File: src/rtl/bus_supervisor_defines.vh
// constants and register map of the bus voltage supervisor
// What this block does
// - sample bus voltage, keep latest 10-bit result
// - compare samples with low and high thresholds
// - programmable symmetric hysteresis around both thresholds
// - undervoltage pulls all group health lines low
// - undervoltage clears programmed bits, saves run-time
// - undervoltage sets bus-low status flag
// - low recovery reprograms, then auto turn-on
// - overvoltage pulls health lines low, saves run-time
// - overvoltage 50ms: drop front-end, flag bus-high
// - further 50ms: crowbar pulse for 1ms
// - one second after recovery: front-end, reprogram
// - threshold crossing to health lines about 1ms
// - configuration selects internal or external reference
// - up to four groups of converters
// - propagate between groups; errors hit front-end, crowbar
// - propagation under 10us
// - per auxiliary device fault propagation disable
// - auxiliary faults never reach converters
// - low group line pulls enabled other groups low
// - programmed bit set after ack and readback pass
// - four-byte run-time counter, once per second
`ifndef BUS_SUPERVISOR_DEFINES_VH
`define BUS_SUPERVISOR_DEFINES_VH

`define CLK_HZ 40000000
`define T_ESCALATE_MS 50
`define T_CROWBAR_MS 1
`define T_RESTART_MS 1000
`define T_FILTER_US 1000
`define T_SECOND_MS 1000
`define CYC_MS (`CLK_HZ / 1000)
`define CYC_US (`CLK_HZ / 1000000)

// register byte offsets
`define REG_CTRL 12'h000
`define REG_LOW_TH 12'h004
`define REG_HIGH_TH 12'h008
`define REG_HYST 12'h00c
`define REG_PROP 12'h010
`define REG_STATUS 12'h014
`define REG_SAMPLE 12'h018
`define REG_RUNTIME 12'h01c
`define REG_PROG 12'h020

// control fields
`define CTRL_AUTO_ON 0
`define CTRL_EXT_REF 1
`define CTRL_TURN_ON 2
`define CTRL_AUX_DIS_LSB 4

// reset values
`define LOW_TH_RST 10'h200
`define HIGH_TH_RST 10'h300
`define HYST_RST 10'h010
`define PROP_RST 32'h0000_0000

// status fields
`define ST_LOW 0
`define ST_HIGH 1
`define ST_FE 2
`define ST_ON 3
`define ST_PROG_BUSY 4
`define ST_SAVE 5

`endif

File: src/rtl/bus_voltage_supervisor.v
// bus voltage supervisor with group fault propagation and axi4-lite
//
// Added by the designer: the address map and the AXI4-Lite interface to the registers.
`timescale 1ns/1ps
`include "bus_supervisor_defines.vh"
module bus_voltage_supervisor #(
  parameter GROUPS = 4,
  parameter AUX = 4,
  parameter CONVS = 32,
  parameter ESC_CYC = `T_ESCALATE_MS * `CYC_MS,
  parameter CROWBAR_CYC = `T_CROWBAR_MS * `CYC_MS,
  parameter RESTART_CYC = `T_RESTART_MS * `CYC_MS,
  parameter FILTER_CYC = `T_FILTER_US * `CYC_US,
  parameter SECOND_CYC = `T_SECOND_MS * `CYC_MS
) (
  // clock and reset
  input wire CLK_IN,
  input wire RSTN_IN,
  // converter samples
  input wire [9:0] SAMPLE_DATA_IN,
  input wire SAMPLE_VALID_IN,
  output reg REF_EXTERNAL_OUT,
  // group health lines, open drain
  input wire [GROUPS-1:0] HEALTH_IN,
  output reg [GROUPS-1:0] HEALTH_OUT,
  output reg [GROUPS-1:0] HEALTH_OE_OUT,
  input wire [GROUPS-1:0] ERROR_IN,
  // auxiliary devices
  output reg [AUX-1:0] AUX_FAULT_OUT,
  // front end and crowbar
  output reg FRONT_END_ENABLE_OUT,
  output reg CROWBAR_TRIGGER_OUT,
  // programming engine handshake
  output reg PROG_START_OUT,
  input wire PROG_DONE_IN,
  input wire [CONVS-1:0] PROG_ACK_OK_IN,
  input wire [CONVS-1:0] PROG_READ_OK_IN,
  output reg CONV_TURN_ON_OUT,
  // run-time save to non-volatile store
  output reg RUNTIME_SAVE_OUT,
  output reg [31:0] RUNTIME_OUT,
  // axi4-lite slave
  input wire [11:0] AWADDR_IN,
  input wire AWVALID_IN,
  output reg AWREADY_OUT,
  input wire [31:0] WDATA_IN,
  input wire [3:0] WSTRB_IN,
  input wire WVALID_IN,
  output reg WREADY_OUT,
  output reg [1:0] BRESP_OUT,
  output reg BVALID_OUT,
  input wire BREADY_IN,
  input wire [11:0] ARADDR_IN,
  input wire ARVALID_IN,
  output reg ARREADY_OUT,
  output reg [31:0] RDATA_OUT,
  output reg [1:0] RRESP_OUT,
  output reg RVALID_OUT,
  input wire RREADY_IN
);

  localparam ST_RUN = 2'd0;
  localparam ST_UNDER = 2'd1;
  localparam ST_OVER = 2'd2;
  localparam ST_WAIT = 2'd3;
  localparam OV_SHED = 2'd0;
  localparam OV_FE_OFF = 2'd1;
  localparam OV_CROWBAR = 2'd2;
  localparam OV_DONE = 2'd3;

  // pin synchronisers
  reg [GROUPS-1:0] health_s1_r, health_s2_r;
  reg [GROUPS-1:0] error_s1_r, error_s2_r;
  reg [CONVS-1:0] ack_s1_r, ack_s2_r, rd_s1_r, rd_s2_r;
  reg done_s1_r, done_s2_r;

  reg [9:0] sample_r, low_th_r, high_th_r, hyst_r;
  reg [31:0] ctrl_r, prop_r, runtime_r, prog_bits_r;
  reg low_raw_r, high_raw_r, low_flag_r, high_flag_r;
  reg low_status_r, high_status_r;
  reg [31:0] low_filt_r, high_filt_r;
  reg [1:0] state_r, ov_r;
  reg [31:0] timer_r, sec_r;
  reg prog_busy_r, prog_req_r, on_pending_r;
  reg aw_seen_r, w_seen_r;
  reg [11:0] awaddr_r;
  reg [31:0] wdata_r;
  reg [3:0] wstrb_r;

  // saturating subtract / add keep the band inside the code range
  function [9:0] sub_sat;
    input [9:0] a;
    input [9:0] b;
    begin
      sub_sat = (a > b) ? a - b : 10'h000;
    end
  endfunction
  function [9:0] add_sat;
    input [9:0] a;
    input [9:0] b;
    reg [10:0] s;
    begin
      s = {1'b0, a} + {1'b0, b};
      add_sat = s[10] ? 10'h3ff : s[9:0];
    end
  endfunction

  // merge a write with its byte strobes
  function [31:0] strobe;
    input [31:0] old;
    input [31:0] d;
    input [3:0] s;
    integer i;
    begin
      strobe = old;
      for (i = 0; i < 4; i = i + 1) begin
        if (s[i])
          strobe[i*8 +: 8] = d[i*8 +: 8];
      end
    end
  endfunction

  wire [9:0] low_below = sub_sat(low_th_r, hyst_r);
  wire [9:0] low_above = add_sat(low_th_r, hyst_r);
  wire [9:0] high_below = sub_sat(high_th_r, hyst_r);
  wire [9:0] high_above = add_sat(high_th_r, hyst_r);
  wire [31:0] low_th_wr = strobe({22'h0, low_th_r}, wdata_r, wstrb_r);
  wire [31:0] high_th_wr = strobe({22'h0, high_th_r}, wdata_r, wstrb_r);
  wire [31:0] hyst_wr = strobe({22'h0, hyst_r}, wdata_r, wstrb_r);

  // group propagation: prop_r[4*src+dst] lets source group pull dest
  reg [GROUPS-1:0] prop_drive;
  reg any_error;
  integer g, d;
  always @* begin
    prop_drive = {GROUPS{1'b0}};
    any_error = 1'b0;
    for (g = 0; g < GROUPS; g = g + 1) begin
      for (d = 0; d < GROUPS; d = d + 1) begin
        if (!health_s2_r[g] && prop_r[4*g+d] && g != d)
          prop_drive[d] = 1'b1;
      end
      if (!health_s2_r[g] && error_s2_r[g])
        any_error = 1'b1;
    end
  end
  wire shed_all = (state_r != ST_RUN);
  wire [GROUPS-1:0] pull_low = prop_drive | {GROUPS{shed_all}};

  wire aw_take = AWVALID_IN && AWREADY_OUT;
  wire w_take = WVALID_IN && WREADY_OUT;
  wire do_write = aw_seen_r && w_seen_r && !BVALID_OUT;
  wire write_ctrl = do_write && awaddr_r == `REG_CTRL;
  wire host_on = write_ctrl && wstrb_r[0] && wdata_r[`CTRL_TURN_ON];
  // only the run state saves, so a low seen while waiting cannot repeat it
  wire runtime_save = (low_flag_r && !low_status_r && state_r == ST_RUN) ||
    (high_flag_r && !high_status_r && state_r == ST_RUN);

  always @(posedge CLK_IN) begin
    if (!RSTN_IN) begin
      health_s1_r <= {GROUPS{1'b1}};
      health_s2_r <= {GROUPS{1'b1}};
      error_s1_r <= {GROUPS{1'b0}};
      error_s2_r <= {GROUPS{1'b0}};
      ack_s1_r <= {CONVS{1'b0}};
      ack_s2_r <= {CONVS{1'b0}};
      rd_s1_r <= {CONVS{1'b0}};
      rd_s2_r <= {CONVS{1'b0}};
      done_s1_r <= 1'b0;
      done_s2_r <= 1'b0;
      sample_r <= 10'h000;
      low_th_r <= `LOW_TH_RST;
      high_th_r <= `HIGH_TH_RST;
      hyst_r <= `HYST_RST;
      ctrl_r <= 32'h0000_0000;
      prop_r <= `PROP_RST;
      runtime_r <= 32'h0000_0000;
      sec_r <= 32'h0000_0000;
      prog_bits_r <= 32'h0000_0000;
      low_raw_r <= 1'b1;
      high_raw_r <= 1'b0;
      low_flag_r <= 1'b1;
      high_flag_r <= 1'b0;
      low_status_r <= 1'b1;
      high_status_r <= 1'b0;
      low_filt_r <= 32'h0000_0000;
      high_filt_r <= 32'h0000_0000;
      state_r <= ST_UNDER;
      ov_r <= OV_SHED;
      timer_r <= 32'h0000_0000;
      prog_busy_r <= 1'b0;
      prog_req_r <= 1'b0;
      on_pending_r <= 1'b0;
      HEALTH_OUT <= {GROUPS{1'b0}};
      HEALTH_OE_OUT <= {GROUPS{1'b0}};
      AUX_FAULT_OUT <= {AUX{1'b0}};
      FRONT_END_ENABLE_OUT <= 1'b1;
      CROWBAR_TRIGGER_OUT <= 1'b0;
      REF_EXTERNAL_OUT <= 1'b0;
      PROG_START_OUT <= 1'b0;
      CONV_TURN_ON_OUT <= 1'b0;
      RUNTIME_SAVE_OUT <= 1'b0;
      RUNTIME_OUT <= 32'h0000_0000;
      aw_seen_r <= 1'b0;
      w_seen_r <= 1'b0;
      awaddr_r <= 12'h000;
      wdata_r <= 32'h0000_0000;
      wstrb_r <= 4'h0;
      AWREADY_OUT <= 1'b0;
      WREADY_OUT <= 1'b0;
      BVALID_OUT <= 1'b0;
      BRESP_OUT <= 2'b00;
      ARREADY_OUT <= 1'b0;
      RVALID_OUT <= 1'b0;
      RRESP_OUT <= 2'b00;
      RDATA_OUT <= 32'h0000_0000;
    end else begin
      health_s1_r <= HEALTH_IN;
      health_s2_r <= health_s1_r;
      error_s1_r <= ERROR_IN;
      error_s2_r <= error_s1_r;
      ack_s1_r <= PROG_ACK_OK_IN;
      ack_s2_r <= ack_s1_r;
      rd_s1_r <= PROG_READ_OK_IN;
      rd_s2_r <= rd_s1_r;
      done_s1_r <= PROG_DONE_IN;
      done_s2_r <= done_s1_r;

      if (SAMPLE_VALID_IN) begin
        sample_r <= SAMPLE_DATA_IN;
        // raw latched levels move only at band edges
        if (SAMPLE_DATA_IN < low_below)
          low_raw_r <= 1'b1;
        else if (SAMPLE_DATA_IN > low_above)
          low_raw_r <= 1'b0;
        if (SAMPLE_DATA_IN > high_above)
          high_raw_r <= 1'b1;
        else if (SAMPLE_DATA_IN < high_below)
          high_raw_r <= 1'b0;
      end

      // ~1ms qualification filters against single-sample glitches
      if (low_raw_r == low_flag_r)
        low_filt_r <= 32'h0000_0000;
      else if (low_filt_r >= FILTER_CYC - 1) begin
        low_flag_r <= low_raw_r;
        low_filt_r <= 32'h0000_0000;
      end else
        low_filt_r <= low_filt_r + 32'h1;
      if (high_raw_r == high_flag_r)
        high_filt_r <= 32'h0000_0000;
      else if (high_filt_r >= FILTER_CYC - 1) begin
        high_flag_r <= high_raw_r;
        high_filt_r <= 32'h0000_0000;
      end else
        high_filt_r <= high_filt_r + 32'h1;

      // run-time counter, one tick per second
      if (sec_r >= SECOND_CYC - 1) begin
        sec_r <= 32'h0000_0000;
        runtime_r <= runtime_r + 32'h1;
      end else
        sec_r <= sec_r + 32'h1;
      RUNTIME_SAVE_OUT <= runtime_save;
      if (runtime_save)
        RUNTIME_OUT <= runtime_r;

      // programming bits need both ack and readback
      PROG_START_OUT <= prog_req_r;
      prog_req_r <= 1'b0;
      if (prog_busy_r)
        prog_bits_r <= prog_bits_r | (ack_s2_r & rd_s2_r);
      CONV_TURN_ON_OUT <= 1'b0;
      if (prog_busy_r && done_s2_r) begin
        prog_busy_r <= 1'b0;
        if (ctrl_r[`CTRL_AUTO_ON])
          CONV_TURN_ON_OUT <= 1'b1;
        else
          on_pending_r <= 1'b1;
      end
      if (on_pending_r && host_on && state_r == ST_RUN) begin
        on_pending_r <= 1'b0;
        CONV_TURN_ON_OUT <= 1'b1;
      end
      CROWBAR_TRIGGER_OUT <= 1'b0;

      case (state_r)
        ST_RUN: begin
          if (low_flag_r) begin
            state_r <= ST_UNDER;
            prog_bits_r <= 32'h0000_0000;
            prog_busy_r <= 1'b0;
            on_pending_r <= 1'b0;
          end else if (high_flag_r) begin
            state_r <= ST_OVER;
            ov_r <= OV_SHED;
            timer_r <= 32'h0000_0000;
          end
        end
        ST_UNDER: begin
          low_status_r <= 1'b1;
          prog_bits_r <= 32'h0000_0000;
          if (!low_flag_r && !high_flag_r) begin
            low_status_r <= 1'b0;
            state_r <= ST_RUN;
            prog_req_r <= 1'b1;
            prog_busy_r <= 1'b1;
          end
        end
        ST_OVER: begin
          if (!high_flag_r) begin
            state_r <= ST_WAIT;
            timer_r <= 32'h0000_0000;
            CROWBAR_TRIGGER_OUT <= 1'b0;
          end else begin
            timer_r <= timer_r + 32'h1;
            case (ov_r)
              OV_SHED: if (timer_r >= ESC_CYC - 1) begin
                FRONT_END_ENABLE_OUT <= 1'b0;
                prog_bits_r <= 32'h0000_0000;
                high_status_r <= 1'b1;
                ov_r <= OV_FE_OFF;
                timer_r <= 32'h0000_0000;
              end
              OV_FE_OFF: if (timer_r >= ESC_CYC - 1) begin
                ov_r <= OV_CROWBAR;
                timer_r <= 32'h0000_0000;
              end
              OV_CROWBAR: begin
                CROWBAR_TRIGGER_OUT <= 1'b1;
                // timer starts at zero here, so cut after the full width
                if (timer_r >= CROWBAR_CYC) begin
                  CROWBAR_TRIGGER_OUT <= 1'b0;
                  ov_r <= OV_DONE;
                end
              end
              default: timer_r <= timer_r;
            endcase
          end
        end
        ST_WAIT: begin
          if (high_flag_r) begin
            state_r <= ST_OVER;
            timer_r <= 32'h0000_0000;
          end else if (timer_r >= RESTART_CYC - 1) begin
            FRONT_END_ENABLE_OUT <= 1'b1;
            high_status_r <= 1'b0;
            state_r <= low_flag_r ? ST_UNDER : ST_RUN;
            prog_req_r <= !low_flag_r;
            prog_busy_r <= !low_flag_r;
            prog_bits_r <= 32'h0000_0000;
          end else
            timer_r <= timer_r + 32'h1;
        end
        default: state_r <= ST_UNDER;
      endcase

      // group errors drop the front end and fire the crowbar
      if (any_error && state_r == ST_RUN) begin
        FRONT_END_ENABLE_OUT <= 1'b0;
        CROWBAR_TRIGGER_OUT <= 1'b1;
      end

      // open drain: only ever drive low, three cycles from pin
      HEALTH_OUT <= {GROUPS{1'b0}};
      HEALTH_OE_OUT <= pull_low;
      // aux fed from converter groups only, never the reverse
      AUX_FAULT_OUT <= {AUX{|(~health_s2_r)}} &
        ~ctrl_r[`CTRL_AUX_DIS_LSB +: AUX];
      REF_EXTERNAL_OUT <= ctrl_r[`CTRL_EXT_REF];

      // axi4-lite write
      AWREADY_OUT <= !aw_seen_r && !AWREADY_OUT && AWVALID_IN;
      WREADY_OUT <= !w_seen_r && !WREADY_OUT && WVALID_IN;
      if (aw_take) begin
        aw_seen_r <= 1'b1;
        awaddr_r <= AWADDR_IN;
      end
      if (w_take) begin
        w_seen_r <= 1'b1;
        wdata_r <= WDATA_IN;
        wstrb_r <= WSTRB_IN;
      end
      if (do_write) begin
        aw_seen_r <= 1'b0;
        w_seen_r <= 1'b0;
        BVALID_OUT <= 1'b1;
        BRESP_OUT <= 2'b00;
        case (awaddr_r)
          `REG_CTRL: ctrl_r <= strobe(ctrl_r, wdata_r, wstrb_r) &
            ~(32'h1 << `CTRL_TURN_ON);
          `REG_LOW_TH: low_th_r <= low_th_wr[9:0];
          `REG_HIGH_TH: high_th_r <= high_th_wr[9:0];
          `REG_HYST: hyst_r <= hyst_wr[9:0];
          `REG_PROP: prop_r <= strobe(prop_r, wdata_r, wstrb_r);
          `REG_STATUS, `REG_SAMPLE, `REG_RUNTIME, `REG_PROG:
            BRESP_OUT <= 2'b00;
          default: BRESP_OUT <= 2'b10;
        endcase
      end else if (BVALID_OUT && BREADY_IN)
        BVALID_OUT <= 1'b0;

      // axi4-lite read
      ARREADY_OUT <= !ARREADY_OUT && !RVALID_OUT && ARVALID_IN;
      if (ARVALID_IN && ARREADY_OUT) begin
        RVALID_OUT <= 1'b1;
        RRESP_OUT <= 2'b00;
        case (ARADDR_IN)
          `REG_CTRL: RDATA_OUT <= ctrl_r;
          `REG_LOW_TH: RDATA_OUT <= {22'h0, low_th_r};
          `REG_HIGH_TH: RDATA_OUT <= {22'h0, high_th_r};
          `REG_HYST: RDATA_OUT <= {22'h0, hyst_r};
          `REG_PROP: RDATA_OUT <= prop_r;
          `REG_STATUS: RDATA_OUT <= {26'h0, on_pending_r ? 1'b0 : 1'b0,
            prog_busy_r, state_r == ST_RUN, FRONT_END_ENABLE_OUT,
            high_status_r, low_status_r};
          `REG_SAMPLE: RDATA_OUT <= {22'h0, sample_r};
          `REG_RUNTIME: RDATA_OUT <= runtime_r;
          `REG_PROG: RDATA_OUT <= prog_bits_r;
          default: begin
            RDATA_OUT <= 32'h0000_0000;
            RRESP_OUT <= 2'b10;
          end
        endcase
      end else if (RVALID_OUT && RREADY_IN)
        RVALID_OUT <= 1'b0;
    end
  end

endmodule // bus_voltage_supervisor

File: config.mk
export PLATFORM = sky130hd
export DESIGN_NAME = bus_voltage_supervisor
export DESIGN_NICKNAME = d
export VERILOG_FILES = /design/src/rtl/bus_voltage_supervisor.v
export VERILOG_INCLUDE_DIRS = /design/src /design/src/rtl
export SDC_FILE = /design/constraint.sdc
export NUM_CORES = 1
export LEC_CHECK = 0
export ABC_AREA = 1
export ABC_CLOCK_PERIOD_IN_PS = 3400
export CAP_MARGIN = 15
export CORE_AREA = 2 2 158 315
export DETAILED_ROUTE_END_ITERATION = 16
export DIE_AREA = 0 0 160 317
export DONT_BUFFER_PORTS = 1
export PLACE_DENSITY = 0.78
export SYNTH_ARGS = -nofsm -noshare
export SYNTH_HDL_FRONTEND = slang
export SYNTH_SLANG_ARGS = --single-unit
File: constraint.sdc
create_clock -name CLK_IN -period 3.4 [get_ports CLK_IN]
set_clock_uncertainty 0.1 [all_clocks]
set_input_delay 0.85 -clock CLK_IN [delete_from_list [all_inputs] [get_ports CLK_IN]]
set_output_delay 0.85 -clock CLK_IN [all_outputs]
set_load 0.005 [all_outputs]
==> impl_metrics.csv <==
group,metric,value,unit
clock_network,root_buffer,"clkbuf_16",
timing,fmax,310,MHz
cells_and_area,area.growth.synth_to_final,10.7,%
timing,finalWorstSetupSlack,0.176,ns
power,p_leak,12.7,nW
synthesis,synth_enable_flop_cells,0,
global_route,grt_max_degree,363,
synthesis,ys_async_sr_fraction,0,%
clock_network,clk_path_buf_depth,3,
worst_setup_path,r2r-end,"high_raw_r$_SDFFE_PN0P_",
synthesis,synth-main-ff-cell,"dfxtp_1",
route,post-route-drc-count,0,
power,intPower,0.0108,W
power,seq_power_share,50.6,%
synthesis,avgSynthCellArea,7.22,um^2
floorplanning,dieHeight,317,um
route,drt_iter0_drc,1708,
synthesis,yosys_warnings,0,
synthesis,synth_top_area_share,44.7,%
hold_path,holdCritStartpoint,"PROG_ACK_OK_IN[31]",
power,p_per_area,498,nW/um^2
timing,max_slew.worst_pin.slew,1.00,ns
route,dr_total_vias,24000,
floorplanning,io_pins,242,
route,firstDrtPassIters,6,
worst_setup_path,worstPathArrival,3.66,ns
cells_and_area,layout-drive-gt1-share,7.09,%
synthesis,synth_fa_ha_area_share,4.43,%
worst_setup_path,r2r_slack,0.18,ns
timing,final_hold_viol_count,0,
route,vias_per_cell,5.49,
worst_setup_path,regToRegStartpoint,"hyst_r[0]$_SDFFE_PN0P_",
global_route,grtUsageTotal,33.6,%
synthesis,synth-compound-area-share,12.5,%
timing,slew_headroom,32.3,%
place,gp_congestion,1.11,
global_route,grt_overflow,0,
timing,setup_viol,0,
floorplanning,coreArea,48200,um^2
route,wl_per_cell,19.9,um
place,dp_hpwl,66400,um
power,p_comb_share,7.3,%
synthesis,synthMuxAreaShare,0,%
route,ant_nets,0,
route,drt-total-wl,86900,um
floorplanning,die-area,50700,um^2
worst_setup_path,end_kind,"flop",
worst_setup_path,path_class,"reg2reg",
clock_network,clkLatencyLatePin,0.62,ns
timing,timing.final.crit_share,94.8,%
timing,finalMaxSlewViolations,0,
synthesis,synth_top_family_by_area,"simple AND/OR/NAND/NOR gates",
timing,finalCriticalPeriod,3.22,ns
floorplanning,initial_utilization,54.7,%
synthesis,synth-simple-area-share,26.7,%
synthesis,ys_seq_area_share,44.7,%
hold_path,hp-class,"in2reg",
synthesis,synth_top_area_cell,"dfxtp_1",
cells_and_area,finalInstanceArea,29200,um^2
hold_path,whs_path_depth,2,
synthesis,yosysUniqueCellTypes,58,
clock_network,cts_tree,"built",
synthesis,synthXorXnorAreaFrac,2.23,%
worst_setup_path,crit_required,3.83,ns
clock_network,cts.htree.levels,2,
worst_setup_path,r2r_cells,19,
clock_network,clock_sinks,589,
synthesis,synth_cells,3649,
status,status,"finished, final reports clean",
cells_and_area,layout_common_cells,"nand2_1, dfxtp_1, inv_1",
synthesis,yosys_register_bits,589,
power,ir_worst_vdd,0.000533,V
power,clkPwrFrac,42.1,%
synthesis,synthTopCellsByArea,"dfxtp_1, nand2_1, inv_1",
clock_network,ctsHoldBuffers,0,
place,place_ws,0.0218,ns
global_route,grt_pass1_wl,129000,um
hold_path,worstHoldEndpoint,"ack_s1_r[31]$_SDFF_PN0_",
clock_network,numCtsBuffers,51,
global_route,antenna_found_initial,6,
cells_and_area,fin_nets,3922,
worst_setup_path,crit_path_max_fanout,9,
floorplanning,rows,114,
clock_network,path_clk_slew,0.07,ns
power,swShare,25.8,%
flow_run,max-cap-violations,0,
synthesis,synthesis.area,26400,um^2
place,io_buffers,0,
floorplanning,die-width,160,um
worst_setup_path,crit_path_start_kind,"flop",
cells_and_area,final_util,60.5,%
power,p_switching,0.00375,W
place,place_area,27300,um^2
cells_and_area,layout_commonest_cell,"nand2_1",
global_route,grt_pass1_vias,23000,
routing by layer:
metal,global-route usage [%],share of wire [%]
met4,33.2,11
met2,62.0,51
met1,29.9,31
met5,0,0
met3,6.80,6.7
critical path, stage by stage, from the launching register on:
cell       delay, ns
dfxtp_4         0.37
ha_2            0.18
inv_1           0.05
fa_2            0.36
nor2_2          0.11
o21ai_1         0.08
nand2_2         0.11
nand2_1         0.07
nand3_1         0.10
a21o_1          0.13
a21oi_2         0.05
bufinv_8        0.21
nor2_1          0.05
ha_1            0.29
nand4_1         0.17
nor3_2          0.22
o21ai_0         0.11
o2111ai_1       0.11
nand3_1         0.11
a21oi_1         0.14
state kept, by name, indices dropped and copies added (netlist names), 10 cells and up:
name and count:
rd_s2_r 32, hyst_r 10, ack_s2_r 32, sample_r 10, RUNTIME_OUT 32, awaddr_r 12, runtime_r 32, ack_s1_r 32
RDATA_OUT 32, wdata_r 32, prog_bits_r 32, low_th_r 10, ctrl_r 31, rd_s1_r 32, high_th_r 10, sec_r 32
prop_r 32, low_filt_r 32, high_filt_r 32, timer_r 32
repair_timing:
item / in CTS / in global routing
setup buffers: 0 / 0
gates cloned: 0 / 0
gates resized for setup: 1 / 36
setup endpoints to repair: 1 / 2
hold endpoints to repair: 0 / 0
pin swaps: 0 / 3
area by class of cell:
class                      count  area (um^2)
fill                        4629        19000
multi-input combinational   2469        12400
sequential                   589        11800
inverter                     495         1880
clock buffer                  62         1360
tap                          638          798
timing repair buffer          74          581
clock inverter                34          390
antenna                        5         12.5
cells by family (layout without fill, tap and decap cells):
group	Yosys count	after routing
AND/OR/NAND/NOR	1647	1647
adder cells (fa/ha/maj)	91	91
XOR/XNOR	67	67
AO/OA/AOI/OAI	620	620
other	1	49
flip-flops	589	589
buffers and inverters	634	665
worst max path at each step:
stage,cells after the start,endpoint,start,slack [ns]
6_report,19,high_raw_r$_SDFFE_PN0P_,hyst_r[0]$_SDFFE_PN0P_,0.18
3_5_place_dp,19,high_raw_r$_SDFFE_PN0P_,hyst_r[0]$_SDFFE_PN0P_,0.02
5_1_grt,19,high_raw_r$_SDFFE_PN0P_,hyst_r[0]$_SDFFE_PN0P_,-0.007
2_1_floorplan,18,high_raw_r$_SDFFE_PN0P_,hyst_r[2]$_SDFFE_PN0P_,0.46
4_1_cts,19,high_raw_r$_SDFFE_PN0P_,hyst_r[0]$_SDFFE_PN0P_,0.05
3_3_place_gp,19,high_raw_r$_SDFFE_PN0P_,hyst_r[0]$_SDFFE_PN0P_,0.07
stage by stage:
stage | total power, W | hold slack, ns | instances | setup TNS, ns
6_report | 0.0145 | 0.226 | 4366 | 0
5_1_grt | 0.0150 | 0.222 | 4365 | -0.00658
4_1_cts | 0.0146 | 0.207 | 4360 | 0
3_5_place_dp | 0.00854 | 0.295 | 4264 | 0
3_3_place_gp | 0.00852 | 0.294 | 4264 | 0
2_1_floorplan | 0.00825 | 0.290 | 3692 | 0
Yosys cell counts (11+ instances only):
cell type	count
a21oi_1	266
buf_2	17
buf_4	18
clkbuf_1	98
dfxtp_1	589
ha_1	87
inv_1	483
nand2_1	741
nand2_2	11
nand3_1	186
nand3b_1	11
nand4_1	55
nor2_1	479
nor3_1	86
nor4_1	20
o21ai_0	276
o22ai_1	24
or2_2	20
xor2_1	57
power groups by stage:
stage	logic (W)	registers, W	clock network [W]
4_1_cts	0.00104	0.00735	0.00619
3_5_place_dp	0.00103	0.00750	0
6_report	0.00106	0.00735	0.00611
2_1_floorplan	0.000840	0.00741	0
5_1_grt	0.00117	0.00737	0.00646
3_3_place_gp	0.00102	0.00750	0
No activity file was read; power rests on OpenSTA's default activity.
